[config.mk]
export PLATFORM = sky130hd
export DESIGN_NAME = rtle_exec
export DESIGN_NICKNAME = d
export VERILOG_FILES = /design/src/verilog/rtle_pkg.sv /design/src/verilog/rtle_stack.sv /design/src/verilog/rtle_exec.sv
export VERILOG_INCLUDE_DIRS = /design/src /design/src/verilog
export SDC_FILE = /design/constraint.sdc
export NUM_CORES = 1
export LEC_CHECK = 0
export BUFFER_PORTS_ARGS = -buffer_cell sky130_fd_sc_hd__buf_2
export CORE_AREA = 3 3 158 129
export DETAILED_ROUTE_END_ITERATION = 7
export DIE_AREA = 0 0 161 132
export PLACE_DENSITY = 0.56
export SETUP_SLACK_MARGIN = 0.3
export SYNTH_ARGS = -nofsm -noshare
export SYNTH_HDL_FRONTEND = slang
export SYNTH_SLANG_ARGS = --single-unit
[constraint.sdc]
create_clock -name mclk -period 4.5 [get_ports mclk]
set_input_delay 0.225 -clock mclk [delete_from_list [all_inputs] [get_ports mclk]]
set_output_delay 0.225 -clock mclk [all_outputs]
set_load 0.005 [all_outputs]
[src/verilog/rtle_defs.svh]
// constants for the ram transfer and table lookup execution block
`ifndef RTLE_DEFS_SVH
`define RTLE_DEFS_SVH

// ****************************************************************
// opcode fields
// ****************************************************************
`define RTLE_OP_W          10         // instruction word width
`define RTLE_GRP_HI        9          // group field top bit
`define RTLE_GRP_LO        4          // group field bottom bit
`define RTLE_GRP_LOAD      6'h2C      // load accumulator from ram, low nibble j
`define RTLE_GRP_SWAP      6'h2D      // swap accumulator with ram
`define RTLE_GRP_SWAP_INC  6'h2E      // swap then row increment
`define RTLE_GRP_SWAP_DEC  6'h2F      // swap then row decrement
`define RTLE_GRP_STORE     6'h2B      // store accumulator to ram
`define RTLE_GRP_LDI       6'h07      // load immediate
`define RTLE_TBL_HI        9          // lookup prefix top bit
`define RTLE_TBL_LO        6          // lookup prefix bottom bit
`define RTLE_TBL_PREFIX    4'h2       // lookup prefix value, page in bits 5..0
`define RTLE_PAGE_FIELD_W  6          // width of the page operand field

// ****************************************************************
// wrap values of the row register
// ****************************************************************
`define RTLE_ROW_TOP       4'hF       // decrement wraps to this
`define RTLE_ROW_BOTTOM    4'h0       // increment wraps to this

// ****************************************************************
// reset values and sizes
// ****************************************************************
`define RTLE_NIB_RESET     4'h0       // nibble registers after reset
`define RTLE_LEVEL_RESET   3'h0       // stack level after reset
`define RTLE_LOW_W         7          // in-page address width
`define RTLE_LOOKUP_CYCLES 3          // cycles taken by a table lookup

`endif

[src/verilog/rtle_pkg.sv]
// types shared by the ram transfer and table lookup execution block
package rtle_pkg;

  // ****************************************************************
  // table lookup sequencer states
  // ****************************************************************
  typedef enum logic [1:0] {
    RTLE_ST_IDLE = 2'b00,   // decoding one instruction per cycle
    RTLE_ST_ADDR = 2'b01,   // rom address presented
    RTLE_ST_DATA = 2'b10    // rom data captured, counter restored
  } rtle_state_type;

  // ****************************************************************
  // decoded operation
  // ****************************************************************
  typedef enum logic [2:0] {
    RTLE_OP_OTHER    = 3'b000,  // not this group
    RTLE_OP_LOAD     = 3'b001,  // load_acc_from_ram
    RTLE_OP_SWAP     = 3'b010,  // swap_acc_ram
    RTLE_OP_SWAP_DEC = 3'b011,  // swap_then_row_dec
    RTLE_OP_SWAP_INC = 3'b100,  // swap_then_row_inc
    RTLE_OP_STORE    = 3'b101,  // store_acc_to_ram
    RTLE_OP_LDI      = 3'b110,  // load_immediate
    RTLE_OP_TABLE    = 3'b111   // rom_table_lookup
  } rtle_op_type;

endpackage

[src/verilog/rtle_stack.sv]
// return stack memory used by the table lookup to save the counter
`timescale 1ns/1ps
`include "rtle_defs.svh"

module rtle_stack #(
  parameter int DEPTH  = 8,   // number of stack levels
  parameter int LVL_W  = 3,   // level index width
  parameter int PC_W   = 13   // saved counter width
) (
  mclk,
  wr_en,
  wr_level,
  wr_data,
  rd_level,
  rd_data
);
  input  wire logic             mclk;      // instruction clock
  input  wire logic             wr_en;     // store one counter value
  input  wire logic [LVL_W-1:0] wr_level;  // level written
  input  wire logic [PC_W-1:0]  wr_data;   // counter value to save
  input  wire logic [LVL_W-1:0] rd_level;  // level read
  output logic      [PC_W-1:0]  rd_data;   // saved counter at rd_level

  // every level must be addressable by the index
  if (DEPTH > (1 << LVL_W) || DEPTH < 2) begin : g_bad_depth
    $error("stack depth does not fit the level index");
  end

  logic [PC_W-1:0] mem_reg [DEPTH];  // one saved counter per level

  // ****************************************************************
  // storage; no reset, contents are only meaningful after a push
  // ****************************************************************
  always_ff @(posedge mclk) begin
    if (wr_en) begin
      mem_reg[wr_level] <= wr_data;
    end
  end

  // read is combinational so the pop lands in the same cycle
  always_comb begin
    rd_data = mem_reg[rd_level];
  end

endmodule

[src/verilog/rtle_exec.sv]
// ram transfer, load immediate and rom table lookup execution block
//
// Contract
// - load copies ram nibble into accumulator
// - every ram transfer xors X with j
// - swap exchanges accumulator and ram nibble
// - swap, decrement Y, skip on 15
// - swap, increment Y, skip on 0
// - store writes accumulator to ram
// - load immediate puts n into accumulator
// - consecutive load immediates: only first executes
// - lookup address is page, D2..0, A3..0
// - rom high nibble to B, low to A; 3 cycles
// - lookup pushes counter, pops it, one level
// - page 0..31 small, 0..63 large variant
`timescale 1ns/1ps
`include "rtle_defs.svh"

module rtle_exec #(
  parameter int PAGE_W = 6,   // 5 on the smaller rom variant, 6 on the larger
  parameter int DEPTH  = 8,   // return stack levels
  parameter int LVL_W  = 3    // stack level width
) (
  mclk,
  reset,
  instr_valid,
  instr,
  pc_in,
  table_row_high,
  ram_rdata,
  rom_data,
  acc,
  reg_b,
  reg_x,
  reg_y,
  ram_we,
  ram_wdata,
  rom_rd,
  rom_addr,
  pc_load,
  pc_value,
  busy,
  skip_active,
  stack_level
);
  localparam int PC_W = PAGE_W + `RTLE_LOW_W;

  input  wire logic                  mclk;            // instruction clock
  input  wire logic                  reset;           // synchronous, active high
  input  wire logic                  instr_valid;     // one fetched instruction
  input  wire logic [`RTLE_OP_W-1:0] instr;           // instruction word
  input  wire logic [PC_W-1:0]       pc_in;           // counter to save on lookup
  input  wire logic [2:0]            table_row_high;  // D register
  input  wire logic [3:0]            ram_rdata;       // nibble at ram_pointer
  input  wire logic [7:0]            rom_data;        // rom word, valid cycle after rom_rd
  output logic      [3:0]            acc;             // accumulator
  output logic      [3:0]            reg_b;           // register B
  output logic      [3:0]            reg_x;           // register X
  output logic      [3:0]            reg_y;           // register Y
  output logic                       ram_we;          // write pulse to ram_pointer
  output logic      [3:0]            ram_wdata;       // nibble written
  output logic                       rom_rd;          // table read pulse
  output logic      [PC_W-1:0]       rom_addr;        // table address
  output logic                       pc_load;         // counter restore pulse
  output logic      [PC_W-1:0]       pc_value;        // counter popped from stack
  output logic                       busy;            // lookup in progress, hold fetch
  output logic                       skip_active;     // skip armed; after a load immediate only another one is skipped
  output logic      [LVL_W-1:0]      stack_level;     // stack_level pointer

  // page field cannot exceed the opcode field
  if (PAGE_W < 5 || PAGE_W > `RTLE_PAGE_FIELD_W) begin : g_bad_page
    $error("PAGE_W must be 5 or 6");
  end

  // ****************************************************************
  // decode
  // ****************************************************************
  function automatic rtle_pkg::rtle_op_type decode(input logic [`RTLE_OP_W-1:0] w);
    logic [5:0] grp;
    grp = w[`RTLE_GRP_HI:`RTLE_GRP_LO];
    if (w[`RTLE_TBL_HI:`RTLE_TBL_LO] == `RTLE_TBL_PREFIX) begin
      decode = rtle_pkg::RTLE_OP_TABLE;
    end else begin
      case (grp)
        `RTLE_GRP_LOAD:     decode = rtle_pkg::RTLE_OP_LOAD;
        `RTLE_GRP_SWAP:     decode = rtle_pkg::RTLE_OP_SWAP;
        `RTLE_GRP_SWAP_DEC: decode = rtle_pkg::RTLE_OP_SWAP_DEC;
        `RTLE_GRP_SWAP_INC: decode = rtle_pkg::RTLE_OP_SWAP_INC;
        `RTLE_GRP_STORE:    decode = rtle_pkg::RTLE_OP_STORE;
        `RTLE_GRP_LDI:      decode = rtle_pkg::RTLE_OP_LDI;
        default:            decode = rtle_pkg::RTLE_OP_OTHER;
      endcase
    end
  endfunction

  rtle_pkg::rtle_op_type    op;          // decoded current word
  logic                     take;        // word accepted this cycle
  logic                     executes;    // accepted and not skipped
  logic [3:0]               imm;         // low nibble j or n
  logic [PAGE_W-1:0]        page;        // lookup page
  logic                     skip_eff;    // skip that applies to the current word

  // ****************************************************************
  // state
  // ****************************************************************
  rtle_pkg::rtle_state_type state_reg, state_next;      // lookup sequencer
  logic [3:0]         acc_reg, acc_next;                // accumulator
  logic [3:0]         b_reg, b_next;                    // register B
  logic [3:0]         x_reg, x_next;                    // register X
  logic [3:0]         y_reg, y_next;                    // register Y
  logic               we_reg, we_next;                  // ram write pulse
  logic [3:0]         wdata_reg, wdata_next;            // ram write data
  logic               rd_reg, rd_next;                  // rom read pulse
  logic [PC_W-1:0]    raddr_reg, raddr_next;            // rom address
  logic               pcl_reg, pcl_next;                // counter restore pulse
  logic [PC_W-1:0]    pcv_reg, pcv_next;                // restored counter
  logic               skip_reg, skip_next;              // skip pending
  logic               busy_reg, busy_next;              // lookup in progress
  logic               ldi_reg, ldi_next;                // previous word was load_immediate
  logic [LVL_W-1:0]   lvl_reg, lvl_next;                // stack_level
  logic               push;                             // save counter this cycle
  logic [PC_W-1:0]    pop_data;                         // counter at current level

  assign op       = decode(instr);
  assign take     = instr_valid && (state_reg == rtle_pkg::RTLE_ST_IDLE);
  // a load immediate arms the skip flag, but only another load immediate
  // honours it; any other word executes and ends the chain
  assign skip_eff = skip_reg && !(ldi_reg && (op != rtle_pkg::RTLE_OP_LDI));
  assign executes = take && !skip_eff;
  assign imm      = instr[3:0];
  assign page     = instr[PAGE_W-1:0];
  assign push     = executes && (op == rtle_pkg::RTLE_OP_TABLE);

  // ****************************************************************
  // next-state logic for registers, flags and lookup sequence
  // ****************************************************************
  always_comb begin
    state_next = state_reg;
    acc_next   = acc_reg;
    b_next     = b_reg;
    x_next     = x_reg;
    y_next     = y_reg;
    we_next    = 1'b0;
    wdata_next = wdata_reg;
    rd_next    = 1'b0;
    raddr_next = raddr_reg;
    pcl_next   = 1'b0;
    pcv_next   = pcv_reg;
    skip_next  = skip_reg;
    ldi_next   = ldi_reg;
    lvl_next   = lvl_reg;
    case (state_reg)
      rtle_pkg::RTLE_ST_IDLE: begin
        if (take && skip_eff) begin
          // skipped word still uses its cycle; a further load immediate
          // in the chain stays suppressed, anything else ends it
          skip_next = (op == rtle_pkg::RTLE_OP_LDI) && ldi_reg;
          ldi_next  = (op == rtle_pkg::RTLE_OP_LDI) && ldi_reg;
        end else if (take) begin
          ldi_next  = 1'b0;
          skip_next = 1'b0;   // an executed word drops any armed skip
          case (op)
            rtle_pkg::RTLE_OP_LOAD: begin
              acc_next = ram_rdata;
              x_next   = x_reg ^ imm;
            end
            rtle_pkg::RTLE_OP_SWAP: begin
              acc_next   = ram_rdata;
              we_next    = 1'b1;
              wdata_next = acc_reg;
              x_next     = x_reg ^ imm;
            end
            rtle_pkg::RTLE_OP_SWAP_DEC: begin
              acc_next   = ram_rdata;
              we_next    = 1'b1;
              wdata_next = acc_reg;
              x_next     = x_reg ^ imm;
              y_next     = y_reg - 4'h1;
              skip_next  = (y_reg == `RTLE_ROW_BOTTOM);
            end
            rtle_pkg::RTLE_OP_SWAP_INC: begin
              acc_next   = ram_rdata;
              we_next    = 1'b1;
              wdata_next = acc_reg;
              x_next     = x_reg ^ imm;
              y_next     = y_reg + 4'h1;
              skip_next  = (y_reg == `RTLE_ROW_TOP);
            end
            rtle_pkg::RTLE_OP_STORE: begin
              we_next    = 1'b1;
              wdata_next = acc_reg;
              x_next     = x_reg ^ imm;
            end
            rtle_pkg::RTLE_OP_LDI: begin
              acc_next  = imm;
              ldi_next  = 1'b1;
              skip_next = 1'b1;   // arms suppression of a following one
            end
            rtle_pkg::RTLE_OP_TABLE: begin
              // level goes up and the counter is saved
              lvl_next   = lvl_reg + {{(LVL_W-1){1'b0}}, 1'b1};
              raddr_next = {page, table_row_high, acc_reg};
              rd_next    = 1'b1;
              state_next = rtle_pkg::RTLE_ST_ADDR;
            end
            default: begin
              // other groups run elsewhere; nothing here changes
            end
          endcase
        end
      end
      rtle_pkg::RTLE_ST_ADDR: begin
        state_next = rtle_pkg::RTLE_ST_DATA;
      end
      rtle_pkg::RTLE_ST_DATA: begin
        b_next     = rom_data[7:4];
        acc_next   = rom_data[3:0];
        pcv_next   = pop_data;
        pcl_next   = 1'b1;
        lvl_next   = lvl_reg - {{(LVL_W-1){1'b0}}, 1'b1};
        state_next = rtle_pkg::RTLE_ST_IDLE;
      end
      default: begin
        state_next = rtle_pkg::RTLE_ST_IDLE;
      end
    endcase
    // busy has its own flop so the fetch hold leaves the block glitch free
    busy_next = (state_next != rtle_pkg::RTLE_ST_IDLE);
  end

  // ****************************************************************
  // registers
  // ****************************************************************
  always_ff @(posedge mclk) begin
    if (reset) begin
      state_reg <= rtle_pkg::RTLE_ST_IDLE;
      acc_reg   <= `RTLE_NIB_RESET;
      b_reg     <= `RTLE_NIB_RESET;
      x_reg     <= `RTLE_NIB_RESET;
      y_reg     <= `RTLE_NIB_RESET;
      we_reg    <= 1'b0;
      wdata_reg <= `RTLE_NIB_RESET;
      rd_reg    <= 1'b0;
      raddr_reg <= '0;
      pcl_reg   <= 1'b0;
      pcv_reg   <= '0;
      skip_reg  <= 1'b0;
      ldi_reg   <= 1'b0;
      lvl_reg   <= `RTLE_LEVEL_RESET;
      busy_reg  <= 1'b0;
    end else begin
      state_reg <= state_next;
      acc_reg   <= acc_next;
      b_reg     <= b_next;
      x_reg     <= x_next;
      y_reg     <= y_next;
      we_reg    <= we_next;
      wdata_reg <= wdata_next;
      rd_reg    <= rd_next;
      raddr_reg <= raddr_next;
      pcl_reg   <= pcl_next;
      pcv_reg   <= pcv_next;
      skip_reg  <= skip_next;
      ldi_reg   <= ldi_next;
      lvl_reg   <= lvl_next;
      busy_reg  <= busy_next;
    end
  end

  // ****************************************************************
  // return stack; write goes to the level just above the current one
  // ****************************************************************
  rtle_stack #(
    .DEPTH (DEPTH),
    .LVL_W (LVL_W),
    .PC_W  (PC_W)
  ) u_stack (
    .mclk     (mclk),
    .wr_en    (push),
    .wr_level (lvl_reg + {{(LVL_W-1){1'b0}}, 1'b1}),
    .wr_data  (pc_in),
    .rd_level (lvl_reg),
    .rd_data  (pop_data)
  );

  assign acc         = acc_reg;
  assign reg_b       = b_reg;
  assign reg_x       = x_reg;
  assign reg_y       = y_reg;
  assign ram_we      = we_reg;
  assign ram_wdata   = wdata_reg;
  assign rom_rd      = rd_reg;
  assign rom_addr    = raddr_reg;
  assign pc_load     = pcl_reg;
  assign pc_value    = pcv_reg;
  assign busy        = busy_reg;
  assign skip_active = skip_reg;   // armed skip; a chain only suppresses load immediates
  assign stack_level = lvl_reg;
endmodule

# Word-level counts from Yosys, hierarchy flattened
# Memories as Yosys holds them, arrays and structs flattened. A register that Yosys moved wholly into a read port is not among the register bits.
# Cells that the tools add are included.
# Widths: inputs -> output; s select.
# word_totals
ff_bits,44
mem_bits_rw,104
input_bits,41
output_inout_bits,54
word_cells,97
mem_count,1
# op_classes
add_sub_neg,4
eq_ne,22
muxes,26
bitwise_logic,4
n_reduce_logical,26
# mem_list
memory,words,word_bits,rd,rd_ports_with_merged_regs,wr,line,rtl
u_stack.mem_reg,8,13,1,1,1,rtle_stack.sv:29,logic [PC_W-1:0] mem_reg [DEPTH];
# op_table
operator,n
$eq 6x6->1 const B,5
$pmux 4 s2,3
$reduce_and 4->1,6
$pmux 3 s6,1
$eq 3x3->1 const B,4
$mux 3,4
$reduce_or 4->1,3
$mux 1,10
$mux 4,2
$reduce_bool 2->1,4
$logic_and 1x1->1,7
$eq 3x2->1 const B,2
$eq 6x3->1 const B,1
$mux 2,3
$pmux 3 s2,1
$reduce_or 5->1,1
$add 4x1->4 const B,1
$eq 4x2->1 const B,1
$eq 4x4->1 const B,1
$logic_not 4->1,1
$ne 2x2->1 const B,2
$pmux 2 s2,1
$sub 4x1->4 const B,1
$xor 4x4->4,1
13 further kinds,16

# Longest topological paths before layout
# Gate-level depths: netlist of run 1.
# logic_depth
depth_word,12
mapped_depth,9
depth_no_buf,8

# Hierarchy
# A second synthesis of run 1 with hierarchy kept.
# hier_totals
cells_unflattened,445
area_unflattened_um2,6546.3
# modules_own_cells
module,n_inst,cells_each,area_each_um2,seq_area_each_um2
rtle_stack,1,163,4055.1,3123.0
rtle_exec,1,282,2491.1,1141.1

# Worst setup path before layout of run 1
# OpenSTA, ideal clock, no wires.
# synth_path
path_kind,register -> register
from,"register lvl_reg[1], in the netlist stack_level[1]"
to,memory u_stack.mem_reg[3][0] (enable)
setup_ns,0.400
t_arrival_ns,2.681
required_time_ns,4.100
slack_ns,1.419
path_stages_with_launch,7
n_path_buf,2
period_less_slack_ns,3.081
cell_sequence,dfxtp_1 > clkbuf_1 > clkbuf_1 > inv_1 > ha_1 > nand3_1 > nor3_1
# synth_via
elab_chain_cells,1
# synth_rtl
item,line,rtl
start: declaration,rtle_exec.sv:120,"logic [LVL_W-1:0] lvl_reg, lvl_next;"
start signal: assignment,rtle_exec.sv:249,lvl_reg <= `RTLE_LEVEL_RESET;
start signal: assignment,rtle_exec.sv:265,lvl_reg <= lvl_next;
$add 3x1->3,rtle_exec.sv:280,".wr_level (lvl_reg + {{(LVL_W-1){1'b0}}, 1'b1}),"
end: declaration,rtle_stack.sv:29,
# Every way passes these cells.

# Worst setup path in the final report of run 1
# layout_path
from,"register lvl_reg[0], in the netlist stack_level[0]"
to,memory u_stack.mem_reg[4][0] (enable)
# Same word-level chain as after synthesis.

==> impl_metrics.env, run 1 <==
export IMPL_status="complete, no violations"
export IMPL_syn_nets=463
export IMPL_cts_tree="yes"
export IMPL_finalCriticalPeriod_ns=2.93
export IMPL_top_level_ports=95
export IMPL_slowest_delay_ns=0.87
export IMPL_cts_resized=0
export IMPL_grt_max_degree=45
export IMPL_post_cts_buffers=0
export IMPL_grt_overflow=0
export IMPL_io_buffers=94
export IMPL_core_area_um2=18900
export IMPL_fp_row_count=45
export IMPL_ir_drop_mv=0.155
export IMPL_drive_gt1_share_pct=34.7
export IMPL_synth_top_family_by_area="multiplexers"
export IMPL_worst_endpoint_required_ns=4.54
export IMPL_clkLatencyLatePin_ns=0.43
export IMPL_yosysTopAreaCell="edfxtp_1"
export IMPL_hpwl_mm=9.65
export IMPL_crit_chain="buf_4 -> ha_1 -> xor2_1 -> nand2_1 -> nor3_2"
export IMPL_fillers=1741
export IMPL_synth_cell_type_count=47
export IMPL_die_w_um=161
export IMPL_synth_top_area_share_pct=48.7
export IMPL_drv_slew=0
export IMPL_die_y_um=132
export IMPL_grt_pass1_vias=3771
export IMPL_post_drt_wl_per_cell_um=18.0
export IMPL_synth_area_leaders="edfxtp_1 49%, dfxtp_1 18%, mux4_2 9.1%, mux2i_1 6.4%, nor2_1 3.1%"
export IMPL_clockBufferDepth=2
export IMPL_cp_end_kind="flip-flop"
export IMPL_ys_ff_latch=161
export IMPL_met3_usage_pct=3.58
export IMPL_min_path_type="in -> reg"
export IMPL_final_nets=563
export IMPL_start_util_pct=33.9
export IMPL_clockRootBuffer="clkbuf_16"
export IMPL_synth_simple_area_share_pct=8.77
export IMPL_drv_cap=0
export IMPL_power_w=0.00322
export IMPL_grt_pass1_wl_mm=21.8
export IMPL_route_detailed_drc=0
export IMPL_fmaxAchievable_ghz=0.341
export IMPL_crit_slowest_cell="nor3_2"
export IMPL_worstMarginPinSlew_ns=1.11
export IMPL_clock_sinks=161
export IMPL_seq_area_frac_synth_pct=66.6
export IMPL_synthTopCellsByCount="104 x edfxtp_1, 57 x dfxtp_1, 53 x nor2_1"
export IMPL_slew_headroom_pct=25.4
export IMPL_min_period_over_period_pct=65.2
export IMPL_wirelength_mm=14.2
export IMPL_critical_path_top_delay_family="simple AND/OR/NAND/NOR gates"
export IMPL_setup_viol_count_final=0
export IMPL_cellPowerDensity_nw_per_um2=411
export IMPL_largest_reg_flops=104
export IMPL_final_hold_violation_count=0
export IMPL_async_flop_share_pct=0
export IMPL_synthCells=417
export IMPL_n_antenna_cell=0
export IMPL_syn_area_per_cell_um2=15.4
export IMPL_synth_compound_area_share_pct=5.06
export IMPL_p_leak_nw=2.83
export IMPL_fin_worst_skew_ns=0.0123
export IMPL_top_usage_layer="met2"
export IMPL_gp_congestion=0.797
export IMPL_rsz0062_at_grt="no"
export IMPL_ys_warnings_count=0
export IMPL_detail_route_antenna_nets=0
export IMPL_use_met1_pct=18.5
export IMPL_synth_edff_count=104
export IMPL_dr_pass1_iters=4
export IMPL_cts_made_buffers=17
export IMPL_viasPerCell=4.81
export IMPL_critPathBufInv=1
export IMPL_die_area_um2=21300
export IMPL_clkTransAtPathRegs_ns=0.06
export IMPL_cp_start_kind="flip-flop"
export IMPL_grt_usage_pct=13.7
export IMPL_htree_levels=4
export IMPL_synth_area_um2=6410
export IMPL_drt_iter0_drc=197
export IMPL_synth_mux_area_share_pct=15.5
export IMPL_syn2layout_area_growth_pct=22.2
export IMPL_via_count=3788
export IMPL_crit_type="reg -> reg"
export IMPL_cp_arrival_ns=2.97
export IMPL_crit_path_max_fanout=35
export IMPL_antenna_found_initial=0
export IMPL_holdBufCountCts=0
export IMPL_yosysMostFrequentCell="edfxtp_1"
export IMPL_synth_xor_area_share_pct=1.09
export IMPL_setup_tns_ns=0
export IMPL_synthAdderAreaFrac_pct=1.09
export IMPL_use_met2_pct=20.9
export IMPL_synthFlopType="edfxtp_1"
==> path summary, 6_finish.rpt <==
| check | slack (ns) | end | depth (start not counted) | from |
|---|---|---|---|---|
| setup reg to reg | 1.57 | u_stack.mem_reg[4][0] | 5 | stack_level[0] |
| setup / recovery | 1.57 | u_stack.mem_reg[4][0] | 5 | stack_level[0] |
| hold / removal | 0.04 | rom_addr[4] | 3 | table_row_high[0] |
| hold reg to reg | 0.48 | reg_b[2] | 2 | reg_b[2] |
==> through the flow <==
| stage | std cells | util [%] | setup WS [ns] | instance area, um2 | hold slack (ns) |
|---|---|---|---|---|---|
| detailed placement | 756 | 38.0 | 1.52 | 7200 | 0.456 |
| CTS | 788 | 41.4 | 1.51 | 7830 | 0.0151 |
| floorplan | 417 | - | 1.42 | 6410 | 0.324 |
| global placement | 756 | 38.0 | 1.62 | 7200 | 0.444 |
| finish | 788 | 41.4 | 1.57 | 7830 | 0.0351 |
| global route | 788 | 41.4 | 1.31 | 7830 | 0.0430 |
==> cell families after synthesis <==
| family | after synthesis |
|---|---|
| AOI/OAI and AO/OA | 44 |
| xor gates and xnor gates | 8 |
| adders and majority gates | 5 |
| buffers and inverters | 27 |
| DFF | 161 |
| muxes | 67 |
| and+or+nand+nor | 105 |
==> power breakdown <==
part / internal (W) / switching [W]
registers: 0.00158 / 0.00000524
clock network: 0.000934 / 0.000592
logic: 0.0000483 / 0.0000646
total: 0.00256 / 0.000662
==> worst reg2reg max path, delay by kind of cell (launching register included) <==
kind / cells / cell delay [ns]
simple gates: 2 / 1.01
buf+inv: 1 / 0.50
fa+ha+maj: 1 / 0.39
flops: 1 / 0.32
xor+xnor: 1 / 0.32
==> cell usage in the layout, fill, tap and decap left out, types with 2 or more instances in the layout <==
master and n:
edfxtp_1 104, buf_2 94, dfxtp_1 56, nor2_1 53, mux2i_1 41, mux4_2 26, clkbuf_16 17, a211oi_1 15
nand2_1 11, buf_4 11, a21oi_1 9, nand2b_1 8, xnor2_1 7, nor3b_1 5, clkinvlp_4 5, nor3_2 4
a211o_1 4, a21boi_0 4, o21ba_2 4, ha_1 4, inv_6 4, bufinv_16 4, inv_1 3, nor4b_1 2
or4b_1 2, nand3_1 2, or2_2 2, a31oi_1 2, nor3_1 2
==> area by class of cell <==
cell class,count,area [um2],area share [%]
inverter,3,11.3,0.144
clock buffer,17,425,5.43
tap,258,323,4.12
sequential,161,4270,54.5
timing repair buffer,105,553,7.06
clock inverter,15,206,2.64
multi-input combinational,229,2040,26.1
==> per-layer routing <==
| metal | share of wire [%] | up-vias |
|---|---|---|
| li1 | - | 1794 |
| met1 | 47 | 1906 |
| met2 | 48 | 71 |
| met3 | 3.1 | 17 |
| met4 | 1.8 | 0 |
| met5 | 0 | - |
Note: power is estimated with default switching activity, not from simulation.
==> inputs of run 2 (changes only) <==
--- a/config.mk
+++ b/config.mk
@@ -10,7 +10,7 @@
 export CORE_AREA = 3 3 158 129
 export DETAILED_ROUTE_END_ITERATION = 7
 export DIE_AREA = 0 0 161 132
-export PLACE_DENSITY = 0.56
+export PLACE_DENSITY = 0.58
 export SETUP_SLACK_MARGIN = 0.3
 export SYNTH_ARGS = -nofsm -noshare
 export SYNTH_HDL_FRONTEND = slang
==> constraint.sdc (replaced) <==
create_clock -name mclk -period 2.5 [get_ports mclk]
set_input_delay 0.125 -clock mclk [delete_from_list [all_inputs] [get_ports mclk]]
set_output_delay 0.125 -clock mclk [all_outputs]
set_load 0.005 [all_outputs]
==> run 2 against run 1 <==
  * Hold slack got worse by 0.0054 ns
  * Non-clock buffer count increased by 43
  * Utilization grew 2.7 points
  * Flip-flop and latch count did not move
  * Count of clock-buffer cells in the layout is 2 higher
  * Fmax is 35% higher
  * Sequential power up 80%
  * Setup slack got worse by 1.2 ns
  * Clock power grew 67%
  * Largest cell class unchanged
  * Largest power group unchanged
==> impl_metrics.env, run 2 (synthesis results as in run 1) <==
export IMPL_status="complete, no violations"
export IMPL_final_nets=606
export IMPL_holdPathStages=3
export IMPL_final_hold_violation_count=0
export IMPL_cts_tree="yes"
export IMPL_fp_row_count=45
export IMPL_min_period_over_period_pct=87.1
export IMPL_clockRootBuffer="clkbuf_16"
export IMPL_pre_cts_ws_ns=0.195
export IMPL_clkPwrFrac_pct=45.3
export IMPL_gp_congestion=0.763
export IMPL_use_met1_pct=17.1
export IMPL_die_y_um=132
export IMPL_rrSetupSlack_ns=0.32
export IMPL_timing_rr_end="u_stack.mem_reg[1][0]"
export IMPL_worstReg2RegStart="state_reg[1]"
export IMPL_fin_worst_skew_ns=0.0101
export IMPL_p_seq_share_pct=50.4
export IMPL_finalCriticalPeriod_ns=2.18
export IMPL_grt_pass1_vias=4082
export IMPL_dr_pass1_iters=4
export IMPL_grt_max_degree=35
export IMPL_top_level_ports=95
export IMPL_drive_gt1_share_pct=36.6
export IMPL_timing_hold_ws_ns=0.0296
export IMPL_power_frac_comb_pct=4.3
export IMPL_fmaxAchievable_ghz=0.459
export IMPL_start_util_pct=33.9
export IMPL_cellPowerDensity_nw_per_um2=678
export IMPL_n_antenna_cell=0
export IMPL_hold_end="rom_addr[8]"
export IMPL_clkTransAtPathRegs_ns=0.06
export IMPL_worstMarginPinSlew_ns=0.857
export IMPL_hpwl_mm=9.51
export IMPL_post_drt_wl_per_cell_um=17.0
export IMPL_worstHoldStart="instr[1]"
export IMPL_io_buffers=94
export IMPL_grt_pass1_wl_mm=22.3
export IMPL_use_met2_pct=22.5
export IMPL_via_count=3958
export IMPL_drt_iter0_drc=228
export IMPL_slew_headroom_pct=42.0
export IMPL_crit_slowest_cell="or4_4"
export IMPL_clockBufferDepth=2
export IMPL_drv_slew=0
export IMPL_grt_overflow=0
export IMPL_syn2layout_area_growth_pct=30.2
export IMPL_layout_commonest_cell="edfxtp_1"
export IMPL_crit_chain="or3b_4 -> nand2b_4 -> or4_4 -> nor4_4 -> bufbuf_16"
export IMPL_clkLatencyLatePin_ns=0.42
export IMPL_final_util_pct=44.1
export IMPL_total_switching_power_w=0.00118
export IMPL_top_usage_layer="met2"
export IMPL_p_leak_nw=3.05
export IMPL_grt_usage_pct=13.6
export IMPL_worst_endpoint_required_ns=2.64
export IMPL_cp_arrival_ns=2.31
export IMPL_slowest_delay_ns=0.50
export IMPL_largest_reg_flops=104
export IMPL_final_cell_mix="104 x edfxtp_1, 94 x buf_2, 54 x dfxtp_1, 51 x nor2_1, 41 x mux2i_1"
export IMPL_wirelength_mm=14.1
export IMPL_met3_usage_pct=3.96
export IMPL_setup_viol_count_final=0
export IMPL_drv_cap=0
export IMPL_cp_start_kind="flip-flop"
export IMPL_die_area_um2=21300
export IMPL_crit_type="reg -> reg"
export IMPL_detail_route_antenna_nets=0
export IMPL_setup_ws_ns=0.323
export IMPL_core_area_um2=18900
export IMPL_crit_path_max_fanout=6
export IMPL_rsz0062_at_grt="yes"
export IMPL_antenna_found_initial=0
export IMPL_power_w=0.00565
export IMPL_route_detailed_drc=0
export IMPL_cts_made_buffers=17
export IMPL_reg2reg_depth=5
export IMPL_ir_drop_mv=0.367
export IMPL_die_w_um=161
export IMPL_min_path_type="in -> reg"
export IMPL_viasPerCell=4.76
export IMPL_p_int_w=0.00447
export IMPL_htree_levels=4
export IMPL_switching_share_pct=20.9
export IMPL_clock_sinks=161
export IMPL_cp_end_kind="flip-flop"
run 2: cell count changes in the layout (fill, tap and decap cells not counted), moves of 3 or more:
cell and change:
buf_12 +5, buf_4 +12, buf_6 +3, dlygate4sd3_1 +22
nor3_2 -4, nor3_4 +4
run 2: worst max-delay path by stage:
| stage | start | to | depth (start not counted) |
|---|---|---|---|
| global route | state_reg[1] | u_stack.mem_reg[0][6] | 6 |
| floorplan | state_reg[1] | u_stack.mem_reg[1][0] | 6 |
| CTS | state_reg[1] | u_stack.mem_reg[1][3] | 5 |
| global placement | instr[8] | reg_y[3] | 9 |
| finish | state_reg[1] | u_stack.mem_reg[1][0] | 5 |
| detailed placement | instr[8] | reg_y[3] | 9 |
run 2: metal layers:
metal  up-vias  part of all wire, %
li1       1883                    -
met2        81                   51
met3        16                  4.6
met4         0                  1.6
met1      1978                   43
met5         -                    0
run 2: power by group through the flow:
stage               registers (W)  logic, W  clock network (W)
floorplan                 0.00290  0.000116                  0
global placement          0.00290  0.000205                  0
detailed placement        0.00290  0.000211                  0
CTS                       0.00285  0.000245            0.00264
global route              0.00285  0.000267            0.00275
finish                    0.00285  0.000244            0.00256
run 2: final cells by class:
cell class                      count  area (um2)
Inverter                            3        11.3
Tap cell                          258         323
Fill cell                        1714       10600
Clock buffer                       19         443
Multi-Input combinational cell    229        2110
Timing Repair Buffer              148        1030
Clock inverter                     13         151
Sequential cell                   161        4270
run 2: per-stage QoR:
stage | cell area [um2] | TNS, ns | std cells
3_3_place_gp | 7410 | 0 | 767
5_1_grt | 8340 | 0 | 831
2_1_floorplan | 6520 | -1.41 | 417
4_1_cts | 8310 | 0 | 829
3_5_place_dp | 7410 | 0 | 767
6_report | 8340 | 0 | 831
run 2: what timing repair did:
item                                   4_1_cts  5_1_grt
gates cloned                                 1        0
endpoints found under the hold margin      113        0
resized for setup                            2        3
setup endpoints to repair                   48       64
buffers inserted                             7        2
pin swaps                                    1        1
hold buffers                                22        0
run 2: worst max-delay path: cells and delay by family, from the launching register on:
family	cells	cell delay [ns]
flip-flops	1	0.32
AND/OR/NAND/NOR	4	1.26
buffers and inverters	1	0.32
